**config.mk**
```make
export PLATFORM = sky130hd
export DESIGN_NAME = bcc_chip_ctrl
export DESIGN_NICKNAME = d
export VERILOG_FILES = /design/src/bcc_pkg.sv /design/src/bcc_timer.sv /design/src/bcc_chip_ctrl.sv
export VERILOG_INCLUDE_DIRS = /design/src
export SDC_FILE = /design/constraint.sdc
export NUM_CORES = 1
export LEC_CHECK = 0
export ABC_CLOCK_PERIOD_IN_PS = 12350
export BUFFER_PORTS_ARGS = -buffer_cell sky130_fd_sc_hd__buf_4
export CAP_MARGIN = 20
export CORE_MARGIN = 2
export CORE_UTILIZATION = 40
export DETAILED_ROUTE_END_ITERATION = 12
export PLACE_DENSITY_LB_ADDON = 0.25
export SETUP_SLACK_MARGIN = 0.05
export SLEW_MARGIN = 5
export SYNTH_ARGS = -nofsm -noshare
export SYNTH_HDL_FRONTEND = slang
export SYNTH_SLANG_ARGS = --single-unit
```
**constraint.sdc**
```tcl
create_clock -name clk -period 12.35 [get_ports clk]
set_input_delay 2.47 -clock clk [delete_from_list [all_inputs] [get_ports clk]]
set_output_delay 2.47 -clock clk [all_outputs]
set_load 0.005 [all_outputs]
```
**src/bcc_map.svh**
```systemverilog
// Purpose: offsets, field positions, reset values and timing counts of the chip-control upper half
// Assumes: 125 MHz system clock
// Notes: definitions only
`ifndef BCC_MAP_SVH
`define BCC_MAP_SVH
`define BCC_OFF_CHIP_CTRL 8'h40
`define BCC_B_FC_ONE 15
`define BCC_B_RETRY_STS 16
`define BCC_F_RETRY_LO 17
`define BCC_B_DISC_DIS 19
`define BCC_B_DISC_SHORT 20
`define BCC_F_CRS_LO 21
`define BCC_B_DT_ORDER 23
`define BCC_F_CPL_LO 24
`define BCC_B_ISO_EN 26
`define BCC_F_TC_LO 27
`define BCC_B_LOOPBACK 30
`define BCC_B_LOCKOUT 31
`define BCC_RST_CRS 2'h1
`define BCC_RST_CPL 2'h1
`define BCC_RST_TC 3'h1
`define BCC_RETRY_256 32'h0000_0100
`define BCC_RETRY_64K 32'h0001_0000
`define BCC_RETRY_2G 32'h8000_0000
`define BCC_DISC_SHORT_CLKS 16'h0040
`define BCC_DISC_LONG_CLKS 16'h8000
`define BCC_DISC_NORM_CLKS 16'h0400
`define BCC_CLK_MHZ 125
`define BCC_CRS_US0 25
`define BCC_CRS_US1 500
`define BCC_CRS_US2 5000
`define BCC_CRS_US3 25000
`define BCC_CPL_US0 50
`define BCC_CPL_US1 1000
`define BCC_CPL_US2 10000
`define BCC_CPL_US3 50000
`endif

```
**src/bcc_pkg.sv**
```systemverilog
// Purpose: types of the chip-control block
// Assumes: nothing
// Notes: constants live in bcc_map.svh
package bcc_pkg;
  typedef enum logic [1:0] {
    BCC_TMR_IDLE = 2'b01,
    BCC_TMR_RUN = 2'b10
  } bcc_tmr_e;
  typedef logic [31:0] bcc_word_t;
endpackage

```
**src/bcc_timer.sv**
```systemverilog
// Purpose: one-shot cycle timer with expiry pulse
// Assumes: limit stable while running
// Notes: used for retry, discard, config-retry and completion timing
`timescale 1ns/100ps
module bcc_timer #(
  parameter int W = 32
) (
  // clock and reset
  input wire logic clk,
  input wire logic reset_n,
  // control
  input wire logic start,
  input wire logic tick,
  input wire logic stop,
  input wire logic [W-1:0] limit,
  // result
  output logic expired
);
  bcc_pkg::bcc_tmr_e state_reg;
  logic [W-1:0] count_reg;
  wire logic hit = (state_reg == bcc_pkg::BCC_TMR_RUN) && tick && (count_reg + W'(1) >= limit);
  always_ff @(posedge clk) begin
    if (!reset_n || stop) begin
      state_reg <= bcc_pkg::BCC_TMR_IDLE;
      count_reg <= '0;
    end else if (start) begin
      state_reg <= bcc_pkg::BCC_TMR_RUN;
      count_reg <= '0;
    end else if (hit) begin
      state_reg <= bcc_pkg::BCC_TMR_IDLE;
    end else if (state_reg == bcc_pkg::BCC_TMR_RUN && tick) begin
      count_reg <= count_reg + W'(1);
    end
  end
  always_ff @(posedge clk) begin
    if (!reset_n) begin
      expired <= 1'b0;
    end else begin
      expired <= hit && !stop && !start;
    end
  end
endmodule // bcc_timer

```
**src/bcc_chip_ctrl.sv**
```systemverilog
// Purpose: upper half of the bridge chip-control register and the behaviour it steers
// Assumes: config access port is synchronous, one-cycle strobes, straps stable around reset
// Notes: the retry limit 00 never expires
//
// Behaviour
// - bit 15 low gives a credit update every two free credits, high every single one.
// - status bit 16 sets on retry expiry and stays set until a one is written to it.
// - bits 18:17 choose no limit, 256, 64K or 2G retries before expiry.
// - bit 19 disables the discard timer, and bridge-control bit 27 disables it on its own as well.
// - bit 20 makes the discard timer expire after 64 PCI clocks.
// - with bit 20 clear the length follows bridge-control bit 24 forward or 25 reverse.
// - bits 22:21 set the config retry timer to 25us, 0.5ms, 5ms or 25ms, reset 01.
// - bits 25:24 set the completion timer to 50us, 1ms, 10ms or 50ms, reset 01.
// - bit 23 high keeps delayed transactions strictly in order.
// - bit 26 low maps PCI-X memory traffic to class 0, high to the programmed class.
// - bits 29:27 hold the isochronous class, read-write, reset 001.
// - bit 30 loops serial transmit to receive only with straps low-high-high, mask and reverse high.
// - in forward operation the loopback bit is read-only at zero.
// - bit 31 set refuses primary config access with CRS forward or retry reverse.
// - bit 31 resets to one when the first test strap is high.
`timescale 1ns/100ps
`include "bcc_map.svh"
module bcc_chip_ctrl #(
  parameter int CRS_US0 = `BCC_CRS_US0,
  parameter int CRS_US1 = `BCC_CRS_US1,
  parameter int CRS_US2 = `BCC_CRS_US2,
  parameter int CRS_US3 = `BCC_CRS_US3,
  parameter int CPL_US0 = `BCC_CPL_US0,
  parameter int CPL_US1 = `BCC_CPL_US1,
  parameter int CPL_US2 = `BCC_CPL_US2,
  parameter int CPL_US3 = `BCC_CPL_US3
) (
  // clock and reset
  input wire logic clk,
  input wire logic reset_n,
  // straps
  input wire logic test_strap_zero,
  input wire logic test_strap_one,
  input wire logic test_strap_two,
  input wire logic mask_strap_input,
  input wire logic direction_strap,
  // configuration access
  input wire logic cfg_wr,
  input wire logic cfg_rd,
  input wire logic cfg_from_primary,
  input wire logic [7:0] cfg_addr,
  input wire logic [3:0] cfg_be,
  input wire logic [31:0] cfg_wdata,
  output logic [31:0] cfg_rdata,
  output logic cfg_accept,
  output logic cfg_crs,
  output logic cfg_target_retry,
  // bridge control bits from offset 3Ch
  input wire logic bctl_disc_dis,
  input wire logic bctl_prim_disc_long,
  input wire logic bctl_sec_disc_long,
  // flow control
  input wire logic credit_freed,
  output logic fc_update,
  // retry and discard
  input wire logic pci_retry,
  input wire logic pci_retry_done,
  input wire logic disc_start,
  input wire logic disc_stop,
  output logic disc_expired,
  // timeouts
  input wire logic crs_start,
  input wire logic crs_stop,
  output logic crs_expired,
  input wire logic cpl_start,
  input wire logic cpl_stop,
  output logic cpl_expired,
  // traffic mapping and modes
  output logic [2:0] tx_traffic_class,
  output logic dt_in_order,
  output logic loopback_active
);
  // ============================================================
  // register fields
  bcc_pkg::bcc_word_t ctrl_word;
  logic fc_one_reg, retry_sts_reg, disc_dis_reg, disc_short_reg, dt_order_reg;
  logic iso_en_reg, loop_reg, lockout_reg, first_reg;
  logic [1:0] retry_lim_reg, crs_sel_reg, cpl_sel_reg;
  logic [2:0] tc_reg;
  wire logic forward = !direction_strap;
  wire logic hit = (cfg_addr == `BCC_OFF_CHIP_CTRL);
  wire logic locked = lockout_reg && cfg_from_primary;
  wire logic do_wr = cfg_wr && hit && !locked;
  wire logic wr_b1 = do_wr && cfg_be[1];
  wire logic wr_b2 = do_wr && cfg_be[2];
  wire logic wr_b3 = do_wr && cfg_be[3];
  wire logic retry_exp;
  wire logic loop_ok = !test_strap_zero && test_strap_one && test_strap_two
    && mask_strap_input && direction_strap;
  // ============================================================
  // register writes
  always_ff @(posedge clk) begin
    if (!reset_n) begin
      fc_one_reg <= 1'b0;
      retry_lim_reg <= 2'h0;
      disc_dis_reg <= 1'b0;
      disc_short_reg <= 1'b0;
      crs_sel_reg <= `BCC_RST_CRS;
      dt_order_reg <= 1'b0;
      cpl_sel_reg <= `BCC_RST_CPL;
      iso_en_reg <= 1'b0;
      tc_reg <= `BCC_RST_TC;
      loop_reg <= 1'b0;
    end else begin
      if (wr_b1) fc_one_reg <= cfg_wdata[`BCC_B_FC_ONE];
      if (wr_b2) begin
        retry_lim_reg <= cfg_wdata[`BCC_F_RETRY_LO +: 2];
        disc_dis_reg <= cfg_wdata[`BCC_B_DISC_DIS];
        disc_short_reg <= cfg_wdata[`BCC_B_DISC_SHORT];
        crs_sel_reg <= cfg_wdata[`BCC_F_CRS_LO +: 2];
        dt_order_reg <= cfg_wdata[`BCC_B_DT_ORDER];
      end
      if (wr_b3) begin
        cpl_sel_reg <= cfg_wdata[`BCC_F_CPL_LO +: 2];
        iso_en_reg <= cfg_wdata[`BCC_B_ISO_EN];
        tc_reg <= cfg_wdata[`BCC_F_TC_LO +: 3];
        if (!forward) loop_reg <= cfg_wdata[`BCC_B_LOOPBACK];
      end
    end
  end
  // ============================================================
  // sticky status and strap-loaded lockout
  always_ff @(posedge clk) begin
    if (!reset_n) begin
      retry_sts_reg <= 1'b0;
      lockout_reg <= 1'b0;
      first_reg <= 1'b1;
    end else begin
      first_reg <= 1'b0;
      if (retry_exp) retry_sts_reg <= 1'b1;
      else if (wr_b2 && cfg_wdata[`BCC_B_RETRY_STS]) retry_sts_reg <= 1'b0;
      if (first_reg) lockout_reg <= test_strap_zero;
      else if (wr_b3) lockout_reg <= cfg_wdata[`BCC_B_LOCKOUT];
    end
  end
  // ============================================================
  // read path and config answer
  always_comb begin
    ctrl_word = '0;
    ctrl_word[`BCC_B_FC_ONE] = fc_one_reg;
    ctrl_word[`BCC_B_RETRY_STS] = retry_sts_reg;
    ctrl_word[`BCC_F_RETRY_LO +: 2] = retry_lim_reg;
    ctrl_word[`BCC_B_DISC_DIS] = disc_dis_reg;
    ctrl_word[`BCC_B_DISC_SHORT] = disc_short_reg;
    ctrl_word[`BCC_F_CRS_LO +: 2] = crs_sel_reg;
    ctrl_word[`BCC_B_DT_ORDER] = dt_order_reg;
    ctrl_word[`BCC_F_CPL_LO +: 2] = cpl_sel_reg;
    ctrl_word[`BCC_B_ISO_EN] = iso_en_reg;
    ctrl_word[`BCC_F_TC_LO +: 3] = tc_reg;
    ctrl_word[`BCC_B_LOOPBACK] = loop_reg;
    ctrl_word[`BCC_B_LOCKOUT] = lockout_reg;
  end
  always_ff @(posedge clk) begin
    if (!reset_n) begin
      cfg_rdata <= '0;
      cfg_accept <= 1'b0;
      cfg_crs <= 1'b0;
      cfg_target_retry <= 1'b0;
    end else begin
      cfg_rdata <= (cfg_rd && hit && !locked) ? ctrl_word : 32'h0000_0000;
      cfg_accept <= (cfg_rd || cfg_wr) && !locked;
      cfg_crs <= (cfg_rd || cfg_wr) && locked && forward;
      cfg_target_retry <= (cfg_rd || cfg_wr) && locked && !forward;
    end
  end
  // ============================================================
  // flow control credit update
  logic credit_half_reg;
  always_ff @(posedge clk) begin
    if (!reset_n) begin
      credit_half_reg <= 1'b0;
      fc_update <= 1'b0;
    end else begin
      fc_update <= credit_freed && (fc_one_reg || credit_half_reg);
      if (credit_freed) credit_half_reg <= fc_one_reg ? 1'b0 : !credit_half_reg;
    end
  end
  // ============================================================
  // timers
  // the first retry only starts the timer, so the count stops one short of the limit
  wire logic [31:0] retry_lim = ((retry_lim_reg == 2'h1) ? `BCC_RETRY_256
    : (retry_lim_reg == 2'h2) ? `BCC_RETRY_64K : `BCC_RETRY_2G) - 32'h0000_0001;
  wire logic bctl_long = forward ? bctl_prim_disc_long : bctl_sec_disc_long;
  wire logic [15:0] disc_lim = disc_short_reg ? `BCC_DISC_SHORT_CLKS
    : bctl_long ? `BCC_DISC_LONG_CLKS : `BCC_DISC_NORM_CLKS;
  wire logic disc_off = disc_dis_reg || bctl_disc_dis;
  localparam int CRS_C0 = CRS_US0 * `BCC_CLK_MHZ;
  localparam int CRS_C1 = CRS_US1 * `BCC_CLK_MHZ;
  localparam int CRS_C2 = CRS_US2 * `BCC_CLK_MHZ;
  localparam int CRS_C3 = CRS_US3 * `BCC_CLK_MHZ;
  localparam int CPL_C0 = CPL_US0 * `BCC_CLK_MHZ;
  localparam int CPL_C1 = CPL_US1 * `BCC_CLK_MHZ;
  localparam int CPL_C2 = CPL_US2 * `BCC_CLK_MHZ;
  localparam int CPL_C3 = CPL_US3 * `BCC_CLK_MHZ;
  wire logic [31:0] crs_lim = (crs_sel_reg == 2'h0) ? 32'(CRS_C0)
    : (crs_sel_reg == 2'h1) ? 32'(CRS_C1)
    : (crs_sel_reg == 2'h2) ? 32'(CRS_C2) : 32'(CRS_C3);
  wire logic [31:0] cpl_lim = (cpl_sel_reg == 2'h0) ? 32'(CPL_C0)
    : (cpl_sel_reg == 2'h1) ? 32'(CPL_C1)
    : (cpl_sel_reg == 2'h2) ? 32'(CPL_C2) : 32'(CPL_C3);
  logic retry_run_reg;
  always_ff @(posedge clk) begin
    if (!reset_n) retry_run_reg <= 1'b0;
    else retry_run_reg <= (retry_run_reg || pci_retry) && !pci_retry_done && !retry_exp;
  end
  bcc_timer #(.W(32)) u_retry (
    .clk(clk), .reset_n(reset_n),
    .start(pci_retry && !retry_run_reg && retry_lim_reg != 2'h0),
    .tick(pci_retry), .stop(pci_retry_done || retry_lim_reg == 2'h0),
    .limit(retry_lim), .expired(retry_exp)
  );
  bcc_timer #(.W(16)) u_disc (
    .clk(clk), .reset_n(reset_n), .start(disc_start && !disc_off), .tick(1'b1),
    .stop(disc_stop || disc_off), .limit(disc_lim), .expired(disc_expired)
  );
  bcc_timer #(.W(32)) u_crs (
    .clk(clk), .reset_n(reset_n), .start(crs_start), .tick(1'b1),
    .stop(crs_stop), .limit(crs_lim), .expired(crs_expired)
  );
  bcc_timer #(.W(32)) u_cpl (
    .clk(clk), .reset_n(reset_n), .start(cpl_start), .tick(1'b1),
    .stop(cpl_stop), .limit(cpl_lim), .expired(cpl_expired)
  );
  // ============================================================
  // mode outputs
  always_ff @(posedge clk) begin
    if (!reset_n) begin
      tx_traffic_class <= 3'h0;
      dt_in_order <= 1'b0;
      loopback_active <= 1'b0;
    end else begin
      tx_traffic_class <= iso_en_reg ? tc_reg : 3'h0;
      dt_in_order <= dt_order_reg;
      loopback_active <= loop_reg && loop_ok;
    end
  end
  // ============================================================
  // checks
  AST_STS_STICKY: assert property (@(posedge clk) disable iff (!reset_n)
    retry_exp |=> retry_sts_reg) else $error("status not set");
  AST_STS_HOLD: assert property (@(posedge clk) disable iff (!reset_n)
    retry_sts_reg && !(wr_b2 && cfg_wdata[16]) |=> retry_sts_reg) else $error("status lost");
  AST_TC: assert property (@(posedge clk) disable iff (!reset_n)
    !iso_en_reg |=> tx_traffic_class == 3'h0) else $error("class not zero");
  AST_LOOP_FWD: assert property (@(posedge clk) disable iff (!reset_n)
    forward && !loop_reg |=> !loop_reg) else $error("loopback written forward");
  AST_LOOP: assert property (@(posedge clk) disable iff (!reset_n)
    !loop_ok |=> !loopback_active) else $error("loopback without straps");
  AST_LOCK: assert property (@(posedge clk) disable iff (!reset_n)
    (cfg_rd || cfg_wr) && locked && forward |=> cfg_crs && !cfg_accept) else $error("no crs");
  AST_LOCK_REV: assert property (@(posedge clk) disable iff (!reset_n)
    (cfg_rd || cfg_wr) && locked && !forward |=> cfg_target_retry && !cfg_accept)
    else $error("no target retry");
  AST_FC: assert property (@(posedge clk) disable iff (!reset_n)
    credit_freed && fc_one_reg |=> fc_update) else $error("no credit update");
  AST_DISC_OFF: assert property (@(posedge clk) disable iff (!reset_n)
    disc_off |=> !disc_expired) else $error("discard while off");
  AST_ORDER: assert property (@(posedge clk) disable iff (!reset_n)
    dt_order_reg |=> dt_in_order) else $error("order not kept");
  COV_RETRY: cover property (@(posedge clk) retry_exp);
  COV_CRS: cover property (@(posedge clk) cfg_crs);
  COV_LOOP: cover property (@(posedge clk) loopback_active);
endmodule // bcc_chip_ctrl

```
; ---- After elaboration in Yosys (flattened, before gate mapping)
; Index checks and enable logic that the tools add are counted.
[word_totals]
register_bits = 185
latch_bits = 0
mem_bits_rw = 0
mem_bits_ro = 0
input_bits = 66
output_inout_bits = 44
word_cells = 170
mem_count = 0
[classes]
n_addsub = 5
n_mul = 0
div = 0
magnitude_cmp = 4
n_eq_ne = 11
n_shift = 0
muxes = 25
bitwise_logic = 4
n_reduce_logical = 85
[op_table]
columns = cell, n
row1 = "32-bit by 1-bit adder with 32-bit output, second input constant", 3
row2 = 23-bit two-way mux, 3
row3 = 22-bit two-way mux, 3
row4 = 32-bit two-way mux, 2
row5 = 1-bit logical AND, 37
row6 = 32-bit by 22-bit greater-or-equal comparator with 1-bit output, 1
row7 = 32-bit by 23-bit greater-or-equal comparator with 1-bit output, 1
row8 = 32-bit greater-or-equal comparator, 1
row9 = 16-bit two-way mux, 2
row10 = "32-bit by 1-bit subtractor with 32-bit output, second input constant", 1
row11 = 1-bit zero test, 17
row12 = "16-bit by 1-bit adder with 16-bit output, second input constant", 1
row13 = 16-bit greater-or-equal comparator, 1
row14 = 2-bit two-way mux, 8
row15 = "2-bit equality test, second input constant", 7
row16 = 2-bit AND reduction, 7
row17 = 2-bit nonzero test, 7
row18 = 1-bit logical OR, 10
row19 = "8-bit by 7-bit equality test with 1-bit output, second input constant", 1
row20 = 2-bit OR reduction, 4
row21 = 1-bit two-way mux, 7
row22 = "2-bit by 1-bit equality test with 1-bit output, second input constant", 3
row23 = 2-bit zero test, 3
row24 = 1-bit NOT, 4

; ---- Logic depth before layout (Yosys ltp)
[logic_depth]
word_depth = 8
mapped_depth = 18
depth_no_buf = 16

; ---- Cells and area by module
; Synthesis repeated with hierarchy kept, for this count alone.
[hier_totals]
cells_unflattened = 1453
hier_area_um2 = 11887.7
[by_module_without_submodules]
columns = module, n_inst, cells_per_inst, area_per_inst_um2, seq_area_each_um2
row1 = bcc_timer at u_cpl ..., 2, 366, 2924.1, 700.7
row2 = bcc_timer at u_retry, 1, 357, 2773.9, 700.7
row3 = bcc_chip_ctrl, 1, 191, 1811.7, 920.9
row4 = bcc_timer at u_disc, 1, 173, 1453.9, 380.4

; ---- Least setup slack after synthesis
; Ideal clock, no wire load.
[synth_timing]
kind = reg2reg
from = reg u_retry.count_reg[3]
to = reg u_retry.count_reg[11]
setup_time_ns = 0.132
arrival_ns = 4.256
required_ns = 12.218
path_slack_ns = 7.962
stages_incl_launch_ff = 19
path_buffers = 2
period_less_slack_ns = 4.388
cell_sequence = dfxtp_1 nand3_1 or3_1 or3_1 nor2_1 nand3_1 nor2_1 xor2_1 ha_1 a21o_1 a21o_1 a2111oi_0 o21ai_0 and2_1 a31o_2 clkbuf_1 clkbuf_1 o31ai_1 a21oi_1
[synth_between]
elab_chain_len = 5
[synth_lines]
columns = element, line_no
row1 = "start, declared", bcc_timer.sv:20  ; logic [W-1:0] count_reg;
row2 = "start signal, assigned", bcc_timer.sv:32  ; count_reg <= count_reg + W'(1);
row3 = 32-bit by 1-bit adder with 32-bit output (*), "bcc_timer.sv:21, bcc_timer.sv:32"
row4 = 32-bit greater-or-equal comparator, bcc_timer.sv:21  ; wire logic hit = (state_reg == bcc_pkg::BCC_TMR_RUN) && tick && (count_reg + W'(1) >= limit);
row5 = 1-bit logical AND, bcc_timer.sv:21
row6 = 1-bit NOT (no source line), --
row7 = 2-bit AND reduction (no source line), --
; Every way passes the cells marked *; elsewhere a longest branch is shown, timed or not.
; A chain may end at the register's enable or synchronous reset.

; ---- Worst setup path in the final report
[layout_timing]
from = reg u_retry.count_reg[3]
to = reg u_retry.count_reg[3]
; Same word-level chain as after synthesis.

==> run summary <==
Outcome: finished clean
Clock root buffer: clkbuf_16
WL met2: 11600 µm
Most frequent cell after synthesis: dfxtp_1
DR top layer: met4
Relative slew slack: 33.8%
Routed len/inst: 14.7 µm
Cts bufs inserted: 17
Setup TNS: 0 ns
Skew-Pair Late Insertion Delay: 0.44 ns
Min-Delay Path Class: flop to flop
Dpl ws: 7.14 ns
Ant diodes: 0
Most instantiated cells after synthesis: dfxtp_1, a21oi_1, nand2_1
Avg Cell Area, Syn: 8.22 µm²
Via count: 8976
Static leakage: 4.39 nW
Synth warnings: 0
Worst Path Arrival: 5.41 ns
Postcts setup bufs: 0
Cell Area, Placed: 10900 µm²
Post-Route Skew: 0.0261 ns
DP HPWL: 17200 µm
Critical Path End Type: flop
GRT Total Usage: 18.1%
Vias/cell: 5.53
Critical path class: flop to flop
IO Pins: 110
Final ANT Viol Nets: 0
Synth area leader: dfxtp_1
Fin crit share: 40.9%
EDFF count, synth: 0
Sequential share of the synthesized area: 33.5%
Ratio of cells with drive above 1 in the final layout: 10.6%
Fin. Hold Viols: 0
Yosys top cell area share: 33.5%
Fraction of registers with async set/reset: 0%
Startpoint types: flop
First-pass GRT wire length: 40100 µm
Largest net degree at the start of global routing: 53
Wire length on met1: 11400 µm
Cts hold-fix bufs: 0
Wire length on met3: 602 µm
Max FO, Critical Path: 52
1st-iter DRT viols: 625
Area Growth Syn to Fin: 13.1%
Setup ws final: 7.30 ns
Peak Freq: 198 MHz
Drt first pass iters: 7
Synth cell types: 65
RSZ-0062 raised after global routing: false
Vias in the first global route: 8278
Pins over their slew limit: 0
# rows: 58
Die area: 26700 µm²
Post-CTS Resized: 0
DIE WIDTH: 163 µm
Post-Route WL: 23900 µm
Initial Util: 40.6%
Sink Count: 170
Core area: 25000 µm²
Final net count: 1418
Final min period: 5.05 ns
Total grt overflow: 0
Clock buffer depth: 2
Synthesized area: 10200 µm²
WP data required: 12.71 ns
Final Cell Area: 11500 µm²
Max Cap Viol: 0
Syn Inst Count: 1237
Ys flop type: dfxtp_1
Largest cells by area after synthesis: dfxtp_1, ha_1, xnor2_1
Setup violations, final: 0
Die height: 163 µm
Worst Tran Pin Value: 0.988 ns
Clock-pin transition on the worst setup and hold timing paths: 0.08 ns
RD Place Congestion: 0.852
Pwr dens: 97.5 nW/µm²
VDD IR max: 0.0599 mV
Port-buffer cells: 78
Number of synthesized register bits: 170
DRC viols: 0
H-tree levels: 4
CTS tree: done
Antenna violations before repair: 0
-- metrics by stage --
step / std cells / hold slack (ns) / total power [mW] / util (%)
floorplan: 1251 / 0.401 / 0.580 / -
CTS: 1623 / 0.454 / 1.13 / 45.9
global placement: 1591 / 0.442 / 0.594 / 43.6
global route: 1623 / 0.471 / 1.16 / 45.9
finish: 1623 / 0.454 / 1.12 / 45.9
detailed placement: 1591 / 0.443 / 0.594 / 43.6
-- layout make-up --
type | instances | area, µm²
Clock inverter | 15 | 158
Sequential cell | 170 | 3400
Clock buffer | 17 | 425
Timing Repair Buffer | 86 | 646
Multi-Input combinational cell | 962 | 6290
Fill cell | 2523 | 13500
Inverter | 43 | 161
Tap cell | 330 | 413
-- cell families after synthesis --
logic type | synth area share (%)
DFF | 33.5
adders and majority gates | 8.86
other | 0.0369
xor gates and xnor gates | 7.67
and+or+nand+nor | 27.5
AOI/OAI and AO/OA | 16.5
buffers and inverters | 5.18
muxes | 0.800
-- layer usage --
metal	up-vias	track usage (%)
li1	4631	-
met1	4205	23.7
met2	125	30.6
met3	15	3.28
met4	0	4.91
met5	-	0
-- power breakdown --
group | switching, mW | internal, mW | total [mW]
registers | 0.00130 | 0.550 | 0.551
logic | 0.0160 | 0.0144 | 0.0303
clock network | 0.252 | 0.287 | 0.539
total | 0.269 | 0.851 | 1.12
-- placed cells by master, fill, tap and decap left out, types with 6 or more instances in the layout --
cell type / Yosys / layout
nand2_1: 92 / 92
a21oi_1: 105 / 105
nor3_1: 28 / 28
o31ai_1: 45 / 45
or4_1: 46 / 46
nor4_1: 19 / 19
nor2_1: 78 / 78
o211ai_1: 12 / 12
nand4b_1: 6 / 6
and2_1: 18 / 18
and3_1: 37 / 37
mux2i_1: 7 / 7
conb_1: 1 / 15
or3_1: 43 / 43
nand2b_1: 9 / 9
a21o_1: 8 / 8
ha_1: 72 / 72
nand3_1: 58 / 58
or2_2: 10 / 10
inv_1: 43 / 43
and4_1: 8 / 8
xnor2_1: 69 / 69
o21ai_0: 46 / 46
xor2_1: 20 / 20
nand4_1: 43 / 43
buf_4: 15 / 86
dfxtp_1: 170 / 170
clkbuf_16: 0 / 17
-- worst max-delay path, stage by stage, from the launching register on --
cell and delay, ns:
dfxtp_1 0.46, nand3_1 0.21, or3_1 0.49, or3_1 0.47, nor2_1 0.21, nand3_1 0.20
nor2_1 0.21, xor2_1 0.18, ha_1 0.27, a21o_1 0.18, a21o_1 0.17, a2111oi_0 0.36
o21ai_0 0.14, and2_1 0.18, a31o_2 0.50, or4_1 0.60, a21oi_1 0.15
-- final timing paths --
kind                                     startpoint                           endpoint  slack, ns  cells after the start
setup / recovery  u_retry.count_reg[3]$_SDFFE_PP0P_  u_retry.count_reg[3]$_SDFFE_PP0P_       7.30                     16
hold / removal                loop_reg$_SDFFE_PN0P_         loopback_active$_SDFF_PN0_       0.45                      2
setup reg to reg  u_retry.count_reg[3]$_SDFFE_PP0P_  u_retry.count_reg[3]$_SDFFE_PP0P_       7.30                     16
hold reg to reg               loop_reg$_SDFFE_PN0P_         loopback_active$_SDFF_PN0_       0.45                      2
Note: power is estimated with default switching activity, not from simulation.
